===== config.mk =====
export PLATFORM = sky130hd
export DESIGN_NAME = occs_top
export DESIGN_NICKNAME = d
export VERILOG_FILES = /design/src/verilog/occs_pkg.sv /design/src/verilog/occs_startup.sv /design/src/verilog/occs_top.sv
export VERILOG_INCLUDE_DIRS = /design/src /design/src/verilog
export SDC_FILE = /design/constraint.sdc
export NUM_CORES = 1
export LEC_CHECK = 0
export BUFFER_PORTS_ARGS = -buffer_cell sky130_fd_sc_hd__buf_2
export CAP_MARGIN = 0
export CORE_MARGIN = 5
export CORE_UTILIZATION = 47
export DETAILED_ROUTE_END_ITERATION = 8
export GPL_TIMING_DRIVEN = 0
export PLACE_DENSITY_LB_ADDON = 0.15
export SKIP_LAST_GASP = 1
export SYNTH_ARGS = -nofsm -noshare
export SYNTH_HDL_FRONTEND = slang
export SYNTH_HIERARCHICAL = 1
export SYNTH_SLANG_ARGS = --single-unit
export TNS_END_PERCENT = 1

===== constraint.sdc =====
create_clock -name clock_in -period 3.1 [get_ports clock_in]
set_input_delay 0.155 -clock clock_in [delete_from_list [all_inputs] [get_ports clock_in]]
set_output_delay 0.155 -clock clock_in [all_outputs]
set_load 0.02 [all_outputs]

===== src/verilog/occs_regs.svh =====
// Register offsets, field positions, reset values and codes for the oscillator control block.
// Assumes APB with 32-bit data; each register one aligned word.
`ifndef OCCS_REGS_SVH
`define OCCS_REGS_SVH

// ==========================================================
// Register map
`define OCCS_CTRL_ADDR 12'h000
`define OCCS_STAT_ADDR 12'h004
`define OCCS_ADDR_W 12

// ==========================================================
// Control register fields
`define OCCS_CTRL_PLL_BIT 7
`define OCCS_CTRL_FSEL_HI 6
`define OCCS_CTRL_FSEL_LO 3
`define OCCS_CTRL_SCS_HI 1
`define OCCS_CTRL_SCS_LO 0
`define OCCS_CTRL_WMASK 8'hFB
`define OCCS_FSEL_RST 4'h7
`define OCCS_SCS_RST 2'h0

// ==========================================================
// Status register fields
`define OCCS_ST_T1R 7
`define OCCS_ST_PLL_READY_FLAG 6
`define OCCS_ST_STARTUP_TIMEOUT_FLAG 5
`define OCCS_ST_HFR 4
`define OCCS_ST_HFL 3
`define OCCS_ST_MFR 2
`define OCCS_ST_LFR 1
`define OCCS_ST_HFS 0

// ==========================================================
// Start-up timer
`define OCCS_OST_COUNT 11'h400
`define OCCS_OST_W 11

// ==========================================================
// Frequency codes (output frequency in kHz)
`define OCCS_KHZ_W 16
`define OCCS_KHZ_31 16'h001F
`define OCCS_KHZ_62 16'h003E
`define OCCS_KHZ_125 16'h007D
`define OCCS_KHZ_250 16'h00FA
`define OCCS_KHZ_500 16'h01F4
`define OCCS_KHZ_1000 16'h03E8
`define OCCS_KHZ_2000 16'h07D0
`define OCCS_KHZ_4000 16'h0FA0
`define OCCS_KHZ_8000 16'h1F40
`define OCCS_KHZ_16000 16'h3E80
`define OCCS_KHZ_32000 16'h7D00

`endif


===== src/verilog/occs_pkg.sv =====
// Types shared by the oscillator control block.
// Assumes occs_regs.svh is on the include path.
package occs_pkg;

    // ==========================================================
    // Internal oscillator source
    typedef enum logic [1:0] {
        OCCS_SRC_LF,
        OCCS_SRC_MF,
        OCCS_SRC_HF
    } occs_src_t;

    // System clock source
    typedef enum logic [1:0] {
        OCCS_SYS_CONFIG,
        OCCS_SYS_TMR1,
        OCCS_SYS_INTERNAL
    } occs_sys_t;

    // Control register content
    typedef struct packed {
        logic soft_pll_on;
        logic [3:0] int_freq_sel;
        logic [1:0] sys_clk_sel;
    } occs_ctrl_t;

    // Oscillator readiness inputs
    typedef struct packed {
        logic tmr1_osc_on;
        logic tmr1_osc_ready;
        logic pll_locked;
        logic hf_ready;
        logic hf_2pct;
        logic mf_ready;
        logic lf_ready;
        logic hf_half_pct;
    } occs_osc_t;

    // Decoded clock selection
    typedef struct packed {
        occs_src_t src;
        logic [15:0] khz;
        logic pll_on;
    } occs_sel_t;

endpackage


===== src/verilog/occs_startup.sv =====
// Start-up timer: counts external oscillator cycles before switchover.
// Assumes ext_tick_in is a one-cycle pulse per external oscillation, synchronous to clock_in.
`include "occs_regs.svh"

module occs_startup #(
    parameter int COUNT_W = `OCCS_OST_W
) (
    // Clock and reset
    input wire logic clock_in,
    input wire logic rst_in,
    // Control
    input wire logic arm_in,
    input wire logic sleep_in,
    input wire logic ext_tick_in,
    // Status
    output logic done_out
);

    typedef struct packed {
        logic [COUNT_W-1:0] cnt;
        logic done;
    } occs_ost_state_t;

    occs_ost_state_t st_r;
    occs_ost_state_t st_nxt;

    // ==========================================================
    // Next state
    always_comb begin
        st_nxt = st_r;
        if (!arm_in || sleep_in) begin
            // Sleep or disarm aborts the count and clears done
            st_nxt.cnt = '0;
            st_nxt.done = 1'b0;
        end else if (!st_r.done && ext_tick_in) begin
            if (st_r.cnt == COUNT_W'(`OCCS_OST_COUNT - 1)) begin
                st_nxt.done = 1'b1;
            end
            st_nxt.cnt = st_r.cnt + COUNT_W'(1);
        end
    end

    // State register
    always_ff @(posedge clock_in) begin
        if (rst_in) begin
            st_r <= '0;
        end else begin
            st_r <= st_nxt;
        end
    end

    assign done_out = st_r.done;

endmodule


===== src/verilog/occs_top.sv =====
// Oscillator control and status registers with APB slave.
// Assumes APB master on clock_in; oscillator status inputs synchronous to clock_in.
// Assumes fuse inputs stay static while the part runs.
// Overview of operation
// - Codes 000x,0010,0011 give 31 kHz range
// - Codes 0100-0111 give MF 62.5-500 kHz
// - Codes 1000-1101,1111 give HF frequencies
// - Code 1110 gives 8 MHz, 32 with PLL
// - Clock select: 1x internal, 01 Timer1, 00 config
// - Unimplemented bits read zero, ignore writes
// - Status register fully read-only
// - Timer1 ready reflects oscillator or always one
// - PLL ready bit follows PLL lock while the PLL is enabled
// - Timeout bit shows running from config clock
// - HF ready bit follows oscillator
// - HF locked bit means 2% accuracy
// - MF ready bit follows oscillator
// - LF ready bit follows oscillator
// - HF stable bit means 0.5% accuracy
// - Timeout set after 1024 start-up counts
//
// Design decisions made here: the placing of the registers and register access over APB.
`include "occs_regs.svh"

module occs_top #(
    parameter int ADDR_W = `OCCS_ADDR_W
) (
    // Clock and reset
    input wire logic clock_in,
    input wire logic rst_in,
    // APB slave
    input wire logic psel_in,
    input wire logic penable_in,
    input wire logic pwrite_in,
    input wire logic [ADDR_W-1:0] paddr_in,
    input wire logic [31:0] pwdata_in,
    input wire logic [3:0] pstrb_in,
    output logic [31:0] prdata_out,
    output logic pready_out,
    output logic pslverr_out,
    // Configuration fuses
    input wire logic fuse_pll_force_in,
    input wire logic [2:0] fuse_osc_mode_in,
    input wire logic fuse_two_speed_in,
    // Oscillator state
    input wire occs_pkg::occs_osc_t osc_in,
    input wire logic ext_tick_in,
    input wire logic sleep_in,
    // Clock selection outputs
    output logic pll_enable_out,
    output occs_pkg::occs_sys_t sys_src_out,
    output occs_pkg::occs_src_t int_src_out,
    output logic [`OCCS_KHZ_W-1:0] int_khz_out,
    output logic [2:0] osc_mode_out
);

    // ==========================================================
    // Block state
    // All registers of the block except the start-up timer's live in one struct;
    // the next value is built whole every cycle.
    // Bus, status and selection outputs are all fields.
    typedef struct packed {
        occs_pkg::occs_ctrl_t ctrl;
        logic [7:0] status;
        logic [31:0] rdata;
        logic ready;
        logic err;
        logic pll_en;
        occs_pkg::occs_sys_t sys;
        occs_pkg::occs_sel_t sel;
        logic [2:0] mode;
    } occs_state_t;

    occs_state_t st_r;
    occs_state_t st_nxt;

    logic ost_done;
    logic ost_arm;
    logic access;
    logic hit_ctrl;
    logic hit_stat;
    logic [7:0] ctrl_bits;
    logic pll_eff;

    // ==========================================================
    // Start-up timer arms when two-speed start applies
    // Leaving select 00 drops the arm and clears the
    // count, so each return to 00 starts a fresh count.
    assign ost_arm = fuse_two_speed_in && (st_r.ctrl.sys_clk_sel == 2'h0);

    // Sleep aborts a count in progress and keeps the
    // timeout flag clear until a full count completes.
    // start-up count
    occs_startup #(
        .COUNT_W(`OCCS_OST_W)
    ) u_startup (
        .clock_in(clock_in),
        .rst_in(rst_in),
        .arm_in(ost_arm),
        .sleep_in(sleep_in),
        .ext_tick_in(ext_tick_in),
        .done_out(ost_done)
    );

    // Bus decode
    // Access is taken once per transfer: the ready flop
    // blocks a second take while the master still holds
    // psel and penable at the edge it samples pready.
    // Offsets outside the two words answer with an error.
    assign access = psel_in && penable_in && !st_r.ready;
    assign hit_ctrl = paddr_in == ADDR_W'(`OCCS_CTRL_ADDR);
    assign hit_stat = paddr_in == ADDR_W'(`OCCS_STAT_ADDR);

    // The gap bit is never stored; it is rebuilt as zero
    // here so a read can not leak written data.
    // bit 2 reads zero
    assign ctrl_bits = {st_r.ctrl.soft_pll_on, st_r.ctrl.int_freq_sel, 1'b0, st_r.ctrl.sys_clk_sel};

    // The software bit keeps its written value under the
    // fuse, so clearing the fuse restores its meaning.
    // fuse overrides software
    assign pll_eff = fuse_pll_force_in || st_r.ctrl.soft_pll_on;

    // ==========================================================
    // Frequency decode
    // Maps the select code to source and rate in kHz.
    // Fractional rates are truncated: 31.25 shows as 31
    // and 62.5 as 62. Code 1010 gives the high oscillator
    // at 500 kHz. The 32 MHz rate needs the PLL both
    // enabled and locked, so a slow lock keeps 8 MHz.
    function automatic occs_pkg::occs_sel_t decode_freq(input logic [3:0] code, input logic pll);
        occs_pkg::occs_sel_t s;
        s.pll_on = 1'b0;
        s.src = occs_pkg::OCCS_SRC_HF;
        s.khz = `OCCS_KHZ_31;
        case (code)
            // Slow codes keep the 31 kHz default rate
            // slow codes
            4'h0, 4'h1: begin
                s.src = occs_pkg::OCCS_SRC_LF;
            end
            4'h2: begin
                s.src = occs_pkg::OCCS_SRC_MF;
            end
            4'h3: begin
                s.src = occs_pkg::OCCS_SRC_HF;
            end
            4'h4: begin
                s.src = occs_pkg::OCCS_SRC_MF;
                s.khz = `OCCS_KHZ_62;
            end
            4'h5: begin
                s.src = occs_pkg::OCCS_SRC_MF;
                s.khz = `OCCS_KHZ_125;
            end
            4'h6: begin
                s.src = occs_pkg::OCCS_SRC_MF;
                s.khz = `OCCS_KHZ_250;
            end
            4'h7: begin
                s.src = occs_pkg::OCCS_SRC_MF;
                s.khz = `OCCS_KHZ_500;
            end
            // These use the high oscillator default source
            // high oscillator codes
            4'h8: begin
                s.khz = `OCCS_KHZ_125;
            end
            4'h9: begin
                s.khz = `OCCS_KHZ_250;
            end
            4'hA: begin
                s.khz = `OCCS_KHZ_500;
            end
            4'hB: begin
                s.khz = `OCCS_KHZ_1000;
            end
            4'hC: begin
                s.khz = `OCCS_KHZ_2000;
            end
            4'hD: begin
                s.khz = `OCCS_KHZ_4000;
            end
            // Only this code may use the PLL output
            // PLL multiplies 8 MHz
            4'hE: begin
                s.khz = pll ? `OCCS_KHZ_32000 : `OCCS_KHZ_8000;
                s.pll_on = pll;
            end
            4'hF: begin
                s.khz = `OCCS_KHZ_16000;
            end
            default: begin
                s.khz = `OCCS_KHZ_31;
            end
        endcase
        return s;
    endfunction

    // ==========================================================
    // Next state
    // Every access costs one wait state: the take edge
    // registers ready, read data and error together so
    // all three leave flip-flops in the same cycle.
    // Writes land at the take edge, one edge before the master samples pready.
    // Status bits are sampled every cycle; a read shows
    // the inputs one cycle older than the read data.
    always_comb begin
        st_nxt = st_r;
        // Ready and error are one-cycle pulses
        st_nxt.ready = 1'b0;
        st_nxt.err = 1'b0;
        // Bus access phase, one wait cycle then ready
        if (access) begin
            st_nxt.ready = 1'b1;
            // Unmapped offsets answer with error and zero data
            st_nxt.err = !(hit_ctrl || hit_stat);
            st_nxt.rdata = 32'h0;
            if (pwrite_in) begin
                // Lane 0 strobe gates the whole register
                // masked write, status ignores writes
                if (hit_ctrl && pstrb_in[0]) begin
                    st_nxt.ctrl.soft_pll_on = pwdata_in[`OCCS_CTRL_PLL_BIT];
                    st_nxt.ctrl.int_freq_sel = pwdata_in[`OCCS_CTRL_FSEL_HI:`OCCS_CTRL_FSEL_LO];
                    st_nxt.ctrl.sys_clk_sel = pwdata_in[`OCCS_CTRL_SCS_HI:`OCCS_CTRL_SCS_LO];
                end
            end else if (hit_ctrl) begin
                st_nxt.rdata = {24'h0, ctrl_bits & `OCCS_CTRL_WMASK};
            end else if (hit_stat) begin
                st_nxt.rdata = {24'h0, st_r.status};
            end
        end
        // Status inputs are levels; no edge is detected
        // Timer1 ready, always one when off
        st_nxt.status[`OCCS_ST_T1R] = osc_in.tmr1_osc_on ? osc_in.tmr1_osc_ready : 1'b1;
        st_nxt.status[`OCCS_ST_PLL_READY_FLAG] = pll_eff && osc_in.pll_locked;
        st_nxt.status[`OCCS_ST_STARTUP_TIMEOUT_FLAG] = (st_r.ctrl.sys_clk_sel == 2'h0) && (!fuse_two_speed_in || ost_done);
        st_nxt.status[`OCCS_ST_HFR] = osc_in.hf_ready;
        st_nxt.status[`OCCS_ST_HFL] = osc_in.hf_2pct;
        st_nxt.status[`OCCS_ST_MFR] = osc_in.mf_ready;
        st_nxt.status[`OCCS_ST_LFR] = osc_in.lf_ready;
        st_nxt.status[`OCCS_ST_HFS] = osc_in.hf_half_pct;
        // Select 00 with two-speed start stays on the
        // internal block until the start-up count ends,
        // so the clock never leaves for an unproven source.
        // system clock select
        if (st_r.ctrl.sys_clk_sel[1]) begin
            st_nxt.sys = occs_pkg::OCCS_SYS_INTERNAL;
        end else if (st_r.ctrl.sys_clk_sel[0]) begin
            st_nxt.sys = occs_pkg::OCCS_SYS_TMR1;
        end else if (!st_nxt.status[`OCCS_ST_STARTUP_TIMEOUT_FLAG]) begin
            // Internal clock runs until start-up completes
            st_nxt.sys = occs_pkg::OCCS_SYS_INTERNAL;
        end else begin
            st_nxt.sys = occs_pkg::OCCS_SYS_CONFIG;
        end
        st_nxt.pll_en = pll_eff;
        st_nxt.sel = decode_freq(st_r.ctrl.int_freq_sel, pll_eff && osc_in.pll_locked);
        st_nxt.mode = fuse_osc_mode_in;
    end

    // ==========================================================
    // State register
    // Reset loads the visible defaults directly, so the
    // first read after release needs no settling cycle.
    always_ff @(posedge clock_in) begin
        if (rst_in) begin
            st_r <= '0;
            st_r.ctrl.int_freq_sel <= `OCCS_FSEL_RST;
            st_r.ctrl.sys_clk_sel <= `OCCS_SCS_RST;
            // Timer1 ready reads one at reset
            st_r.status[`OCCS_ST_T1R] <= 1'b1;
            // Selection outputs match the reset control value
            st_r.sel.src <= occs_pkg::OCCS_SRC_MF;
            st_r.sel.khz <= `OCCS_KHZ_500;
            st_r.sys <= occs_pkg::OCCS_SYS_INTERNAL;
        end else begin
            st_r <= st_nxt;
        end
    end

    // Outputs from state flip-flops
    // No output passes through logic after the state
    // register, which keeps pin timing independent of
    // the bus decode and the fuse inputs.
    assign prdata_out = st_r.rdata;
    assign pready_out = st_r.ready;
    assign pslverr_out = st_r.err;
    assign pll_enable_out = st_r.pll_en;
    assign sys_src_out = st_r.sys;
    assign int_src_out = st_r.sel.src;
    assign int_khz_out = st_r.sel.khz;
    assign osc_mode_out = st_r.mode;

endmodule


======== Word-level counts from Yosys, hierarchy flattened ========
Index checks and enable logic that the tools add are counted.
cells by class
  add/subtract/negate cells ............... 1
  eq/ne operators ......................... 16
  multiplexer cells ....................... 9
  bitwise gates (word level) .............. 2
  reductions and logical operators ........ 30
operator list
  kind                     number
  $pmux W15 S9             1
  $eq A4 B4 Y1 const B     8
  $mux W8                  3
  $eq A4 B3 Y1 const B     4
  $reduce_or A2 Y1         8
  $mux W15                 1
  $eq A12 B3 Y1 const B    1
  $logic_not A12 Y1        1
  $add A11 B1 Y11 const B  1
  $eq A11 B10 Y1 const B   1
  $logic_and A1 B1 Y1      7
  $mux W2                  3
  $logic_not A1 Y1         5
  $reduce_or A5 Y1         1
  $eq A4 B1 Y1 const B     1
  $eq A4 B2 Y1 const B     1
  $logic_not A4 Y1         1
  $logic_or A1 B1 Y1       4
  $pmux W2 S2              1
  $reduce_and A3 Y1        1
  $logic_not A2 Y1         1
  $not A1 Y1               2
  $reduce_and A2 Y1        1
word-level totals
  bits in registers ....................... 61
  input bits .............................. 68
  output and inout port bits .............. 58
  logic and storage cells ................. 73

======== Depth between registers and ports, before layout ========
  depth in word-level cells ............... 5
  mapped depth ............................ 5
  mapped depth without buffers ............ 5

======== Cells and area by module ========
The synthesis kept the hierarchy.
by module, submodules not included
  module        times used  cells an instance  area an instance (um^2)  sequential area each (um^2)
  occs_top      1           237                2164.6                   960.9
  occs_startup  1           63                 578.1                    240.2

======== Worst setup path before layout ========
No wires, ideal clock.
  kind .................................... register -> register
  start ................................... reg st_r, in the netlist pready_out
  end ..................................... reg st_r, in the netlist prdata_out[0]
  arrival time ............................ 1.475 ns
  path slack .............................. 1.538 ns
  cell stages (with the launch flop) ...... 5
  path buffers ............................ 1
  clock period less this slack ............ 1.562 ns
  cells stage by stage .................... dfxtp_1 > nand3b_1 > or4_1 > buf_2 > o31ai_1
between the ends
  cells in the longest elaborated chain, start to end .. 2
ends and longest elaborated chain
  what                    line             source
  start, declared         occs_top.sv:74   occs_state_t st_r;
  start signal, assigned  occs_top.sv:278  st_r <= st_nxt;
  $logic_not A1 Y1        occs_top.sv:110  assign access = psel_in && penable_in && !st_r.ready;
  $logic_and A1 B1 Y1     occs_top.sv:110
No other way between the ends.
A chain may end at the register's enable or synchronous reset.

======== Worst setup path after layout ========
Ends and elaborated chain as after synthesis.

==> results.md <==
* CTS tree: built
* Row count at 27
* Share of cells above drive strength 1 at 37.0%
* H-tree depth at 3
* Number of port buffers at 71
* CP max FO at 7
* Initial antenna violation count at 0
* Final ANT Viol Nets at 0
* Worst Hold Class: in2reg
* Final setup fails at 0
* Total CTS buffers at 9
* Final Hold Fails at 0
* DPL Wire Length at 4.31 mm
* Yosys warning count at 6
* Startpoint Class: flop
* Max Fclk at a little over 600 MHz
* Syn Inst Count at 300
* Reg2reg start: pready_out
* Largest net degree at the start of global routing at 12
* Most frequent cell after synthesis: dfxtp_1
* Clk pwr share at between 40% and 50%
* Global-route wire length before repair at a little over 9 mm
* Vias in the first global route at around 2100
* Ports at approximately 130
* GPL Wtd Cong at 0.759
* NumNets Final at around 480
* PD cells at between 400 and 500 nW/µm²
* Slew Limit Headroom at a little over half
* Mapped cell area at ~2700 µm²
* Critical path arrival at 1.86 ns
* CTS root buf: clkbuf_8
* Top-area cell type share of the netlist area at a little over two fifths
* Final Power at roughly 1.8 mW
* Die width at roughly 86 µm
* Switch share at between 20% and 30%
* Asr flop ratio synth at 0%
* Status: finished, final reports clean
* Initial DRC count at 71
* Starting Density at roughly 49%
* Worst-path cell with the longest stage delay: or4_1
* Via count at 2166
* Grt total ovfl at 0
* ANT cells at 0
* Drt via density at ~4.5
* CP Launch Point: pready_out
* Synth area leaders: dfxtp_1 44%, buf_4 15%, mux2i_1 5.5%
* First-pass DRT Iterations at 4
* Die H at approximately 86 µm
* Clock buffer depth at 2
* Required @ worst endpoint at ~3.4 ns
* Sink Count at 60
* Top cells by count, synth: 60 x dfxtp_1, 55 x buf_4, 25 x nor2_1
* Core area at between 5000 and 6000 µm²
* Period minus WS final at 1.61 ns
* Hold_buf cts at 0
* Final wirelength at between 5 and 6 mm
* Final slew viol count at 0
* Unrepaired setup endpoints after global routing: no
* Max Cap Viol at 0
* Top FF cell, synth: dfxtp_1
* Cell family with most CP delay: simple AND/OR/NAND/NOR gates
* Cell Int Power at around 1.4 mW
* Die area at roughly 7500 µm²
* DR WL/cell at ~12 µm
* Netlist cell types at 45
* Synthesis-stage register bit count at 60
* GRT Util Overall at roughly 16%
* Clk pin slew, worst setup/hold paths at ~0.070 ns
* CP Capture Type: flop
* Bufs and invs on worst path at 1
* Cell Chain, Critical Path: nand3b_1 -> or4_1 -> buf_2 -> o31ai_1
* DR DRC count at 0
* EDFF count, synth at 0
* Post-Route Skew at 0.00457 ns
* # resized after CTS at 0
* Psw at ~0.38 mW
* Sequential area share after synthesis at a little over two fifths
* Area grow syn2layout at 28.2%
* Worst slew pin tran at 0.682 ns
* Post-synth top area cell: dfxtp_1
* Worst skew pair latency at 0.33 ns
* Comb power frac at 7.9%
* Period utilization at around 52%
* Leak at 1.64 nW
* Hold_sp: osc_in[6]
* Crit path kind: reg2reg
* Worst vdd ir at 0.000302 V
* Post-CTS setup buffers at 0
* Crit path largest cell delay at around 0.52 ns
* Sequential Power Share at 44.6%
* Syn avg cell area at approximately 9.1 µm²
* Setup TNS at 0 ns
[flip-flops by register name (all words and copies together) (netlist names)]
register / count
ctrl_bits: 7
int_khz_out: 15
int_src_out: 2
osc_mode_out: 3
pll_enable_out: 1
prdata_out: 8
pready_out: 1
pslverr_out: 1
st_r: 8
sys_src_out: 2
u_startup/done_out: 1
u_startup/st_r: 11
[power by group through the flow]
stage / Clock, mW / Combinational, mW / Sequential, mW
2_1_floorplan: 0 / 0.0942 / 0.803
3_3_place_gp: 0 / 0.136 / 0.801
3_5_place_dp: 0 / 0.137 / 0.801
4_1_cts: 0.847 / 0.138 / 0.784
5_1_grt: 0.886 / 0.151 / 0.784
6_report: 0.834 / 0.138 / 0.784
[final cells by class]
class                   instances  area, µm²
plain buffers                  66        455
clock inverters                 7        115
fillers                       520       2060
flip-flops and latches         60       1200
multi-input cells             194       1160
repair buffers                 71        355
inverters                       4       15.0
well taps                      72       90.1
clock buffers                   9        124
[kinds of logic after synthesis]
logic type                 Yosys count  share of synthesized area, %
AOI/OAI and AO/OA                   44                          9.63
xor gates and xnor gates             2                         0.639
adders and majority gates            1                         0.456
buffers and inverters               70                          17.2
DFF                                 60                          43.8
muxes                               15                          5.47
other                                1                         0.137
and+or+nand+nor                    107                          22.7
[through the flow]
step | setup slack [ns] | util [%] | hold WS (ns) | area (µm²) | instances
after floorplan | 1.54 | - | 0.253 | 2830 | 324
after CTS | 1.47 | 63.1 | 0.0162 | 3520 | 483
final | 1.49 | 63.1 | 0.0264 | 3520 | 483
after detailed placement | 1.40 | 58.8 | 0.364 | 3280 | 467
after global routing | 1.35 | 63.1 | 0.0122 | 3520 | 483
after global placement | 1.47 | 58.8 | 0.359 | 3280 | 467
[final timing paths]
path,to,slack (ns),cells past startpoint
worst min-delay path,st_r[66],0.03,2
worst max register to register,prdata_out[0],1.49,4
worst min register to register,prdata_out[7],0.46,2
worst max-delay path,prdata_out[0],1.49,4
[per-layer routing]
metal | share of wire, % | vias to the layer above | wire [µm] | global-route usage [%]
met2 | 47 | 59 | 2620 | 24.8
li1 | - | 1140 | - | -
met4 | 2.2 | 0 | 123 | 8.07
met5 | 0 | - | 0 | 0
met1 | 43 | 955 | 2420 | 18.9
met3 | 7.8 | 12 | 440 | 4.94
[placed cells by master (no fill, tap or decap), types with 2 or more instances in the layout]
cell,instances
buf_2,72
dfxtp_1,60
buf_4,55
nor2_1,25
conb_1,25
nand2_1,20
mux2i_1,15
nand2b_1,13
nor2b_1,13
o21ai_0,11
a21oi_1,11
clkbuf_1,10
clkbuf_8,9
o21ai_1,6
or4_1,4
and2_1,4
o21a_1,4
o31ai_1,4
inv_1,4
nand3b_1,3
nor3_1,3
bufinv_16,3
nand3_1,3
nor4_2,2
or3b_2,2
and3b_1,2
clkinvlp_4,2
clkinv_2,2
or3_1,2
nor4_1,2
nand4_1,2
Power figures use the tool's default switching activity.
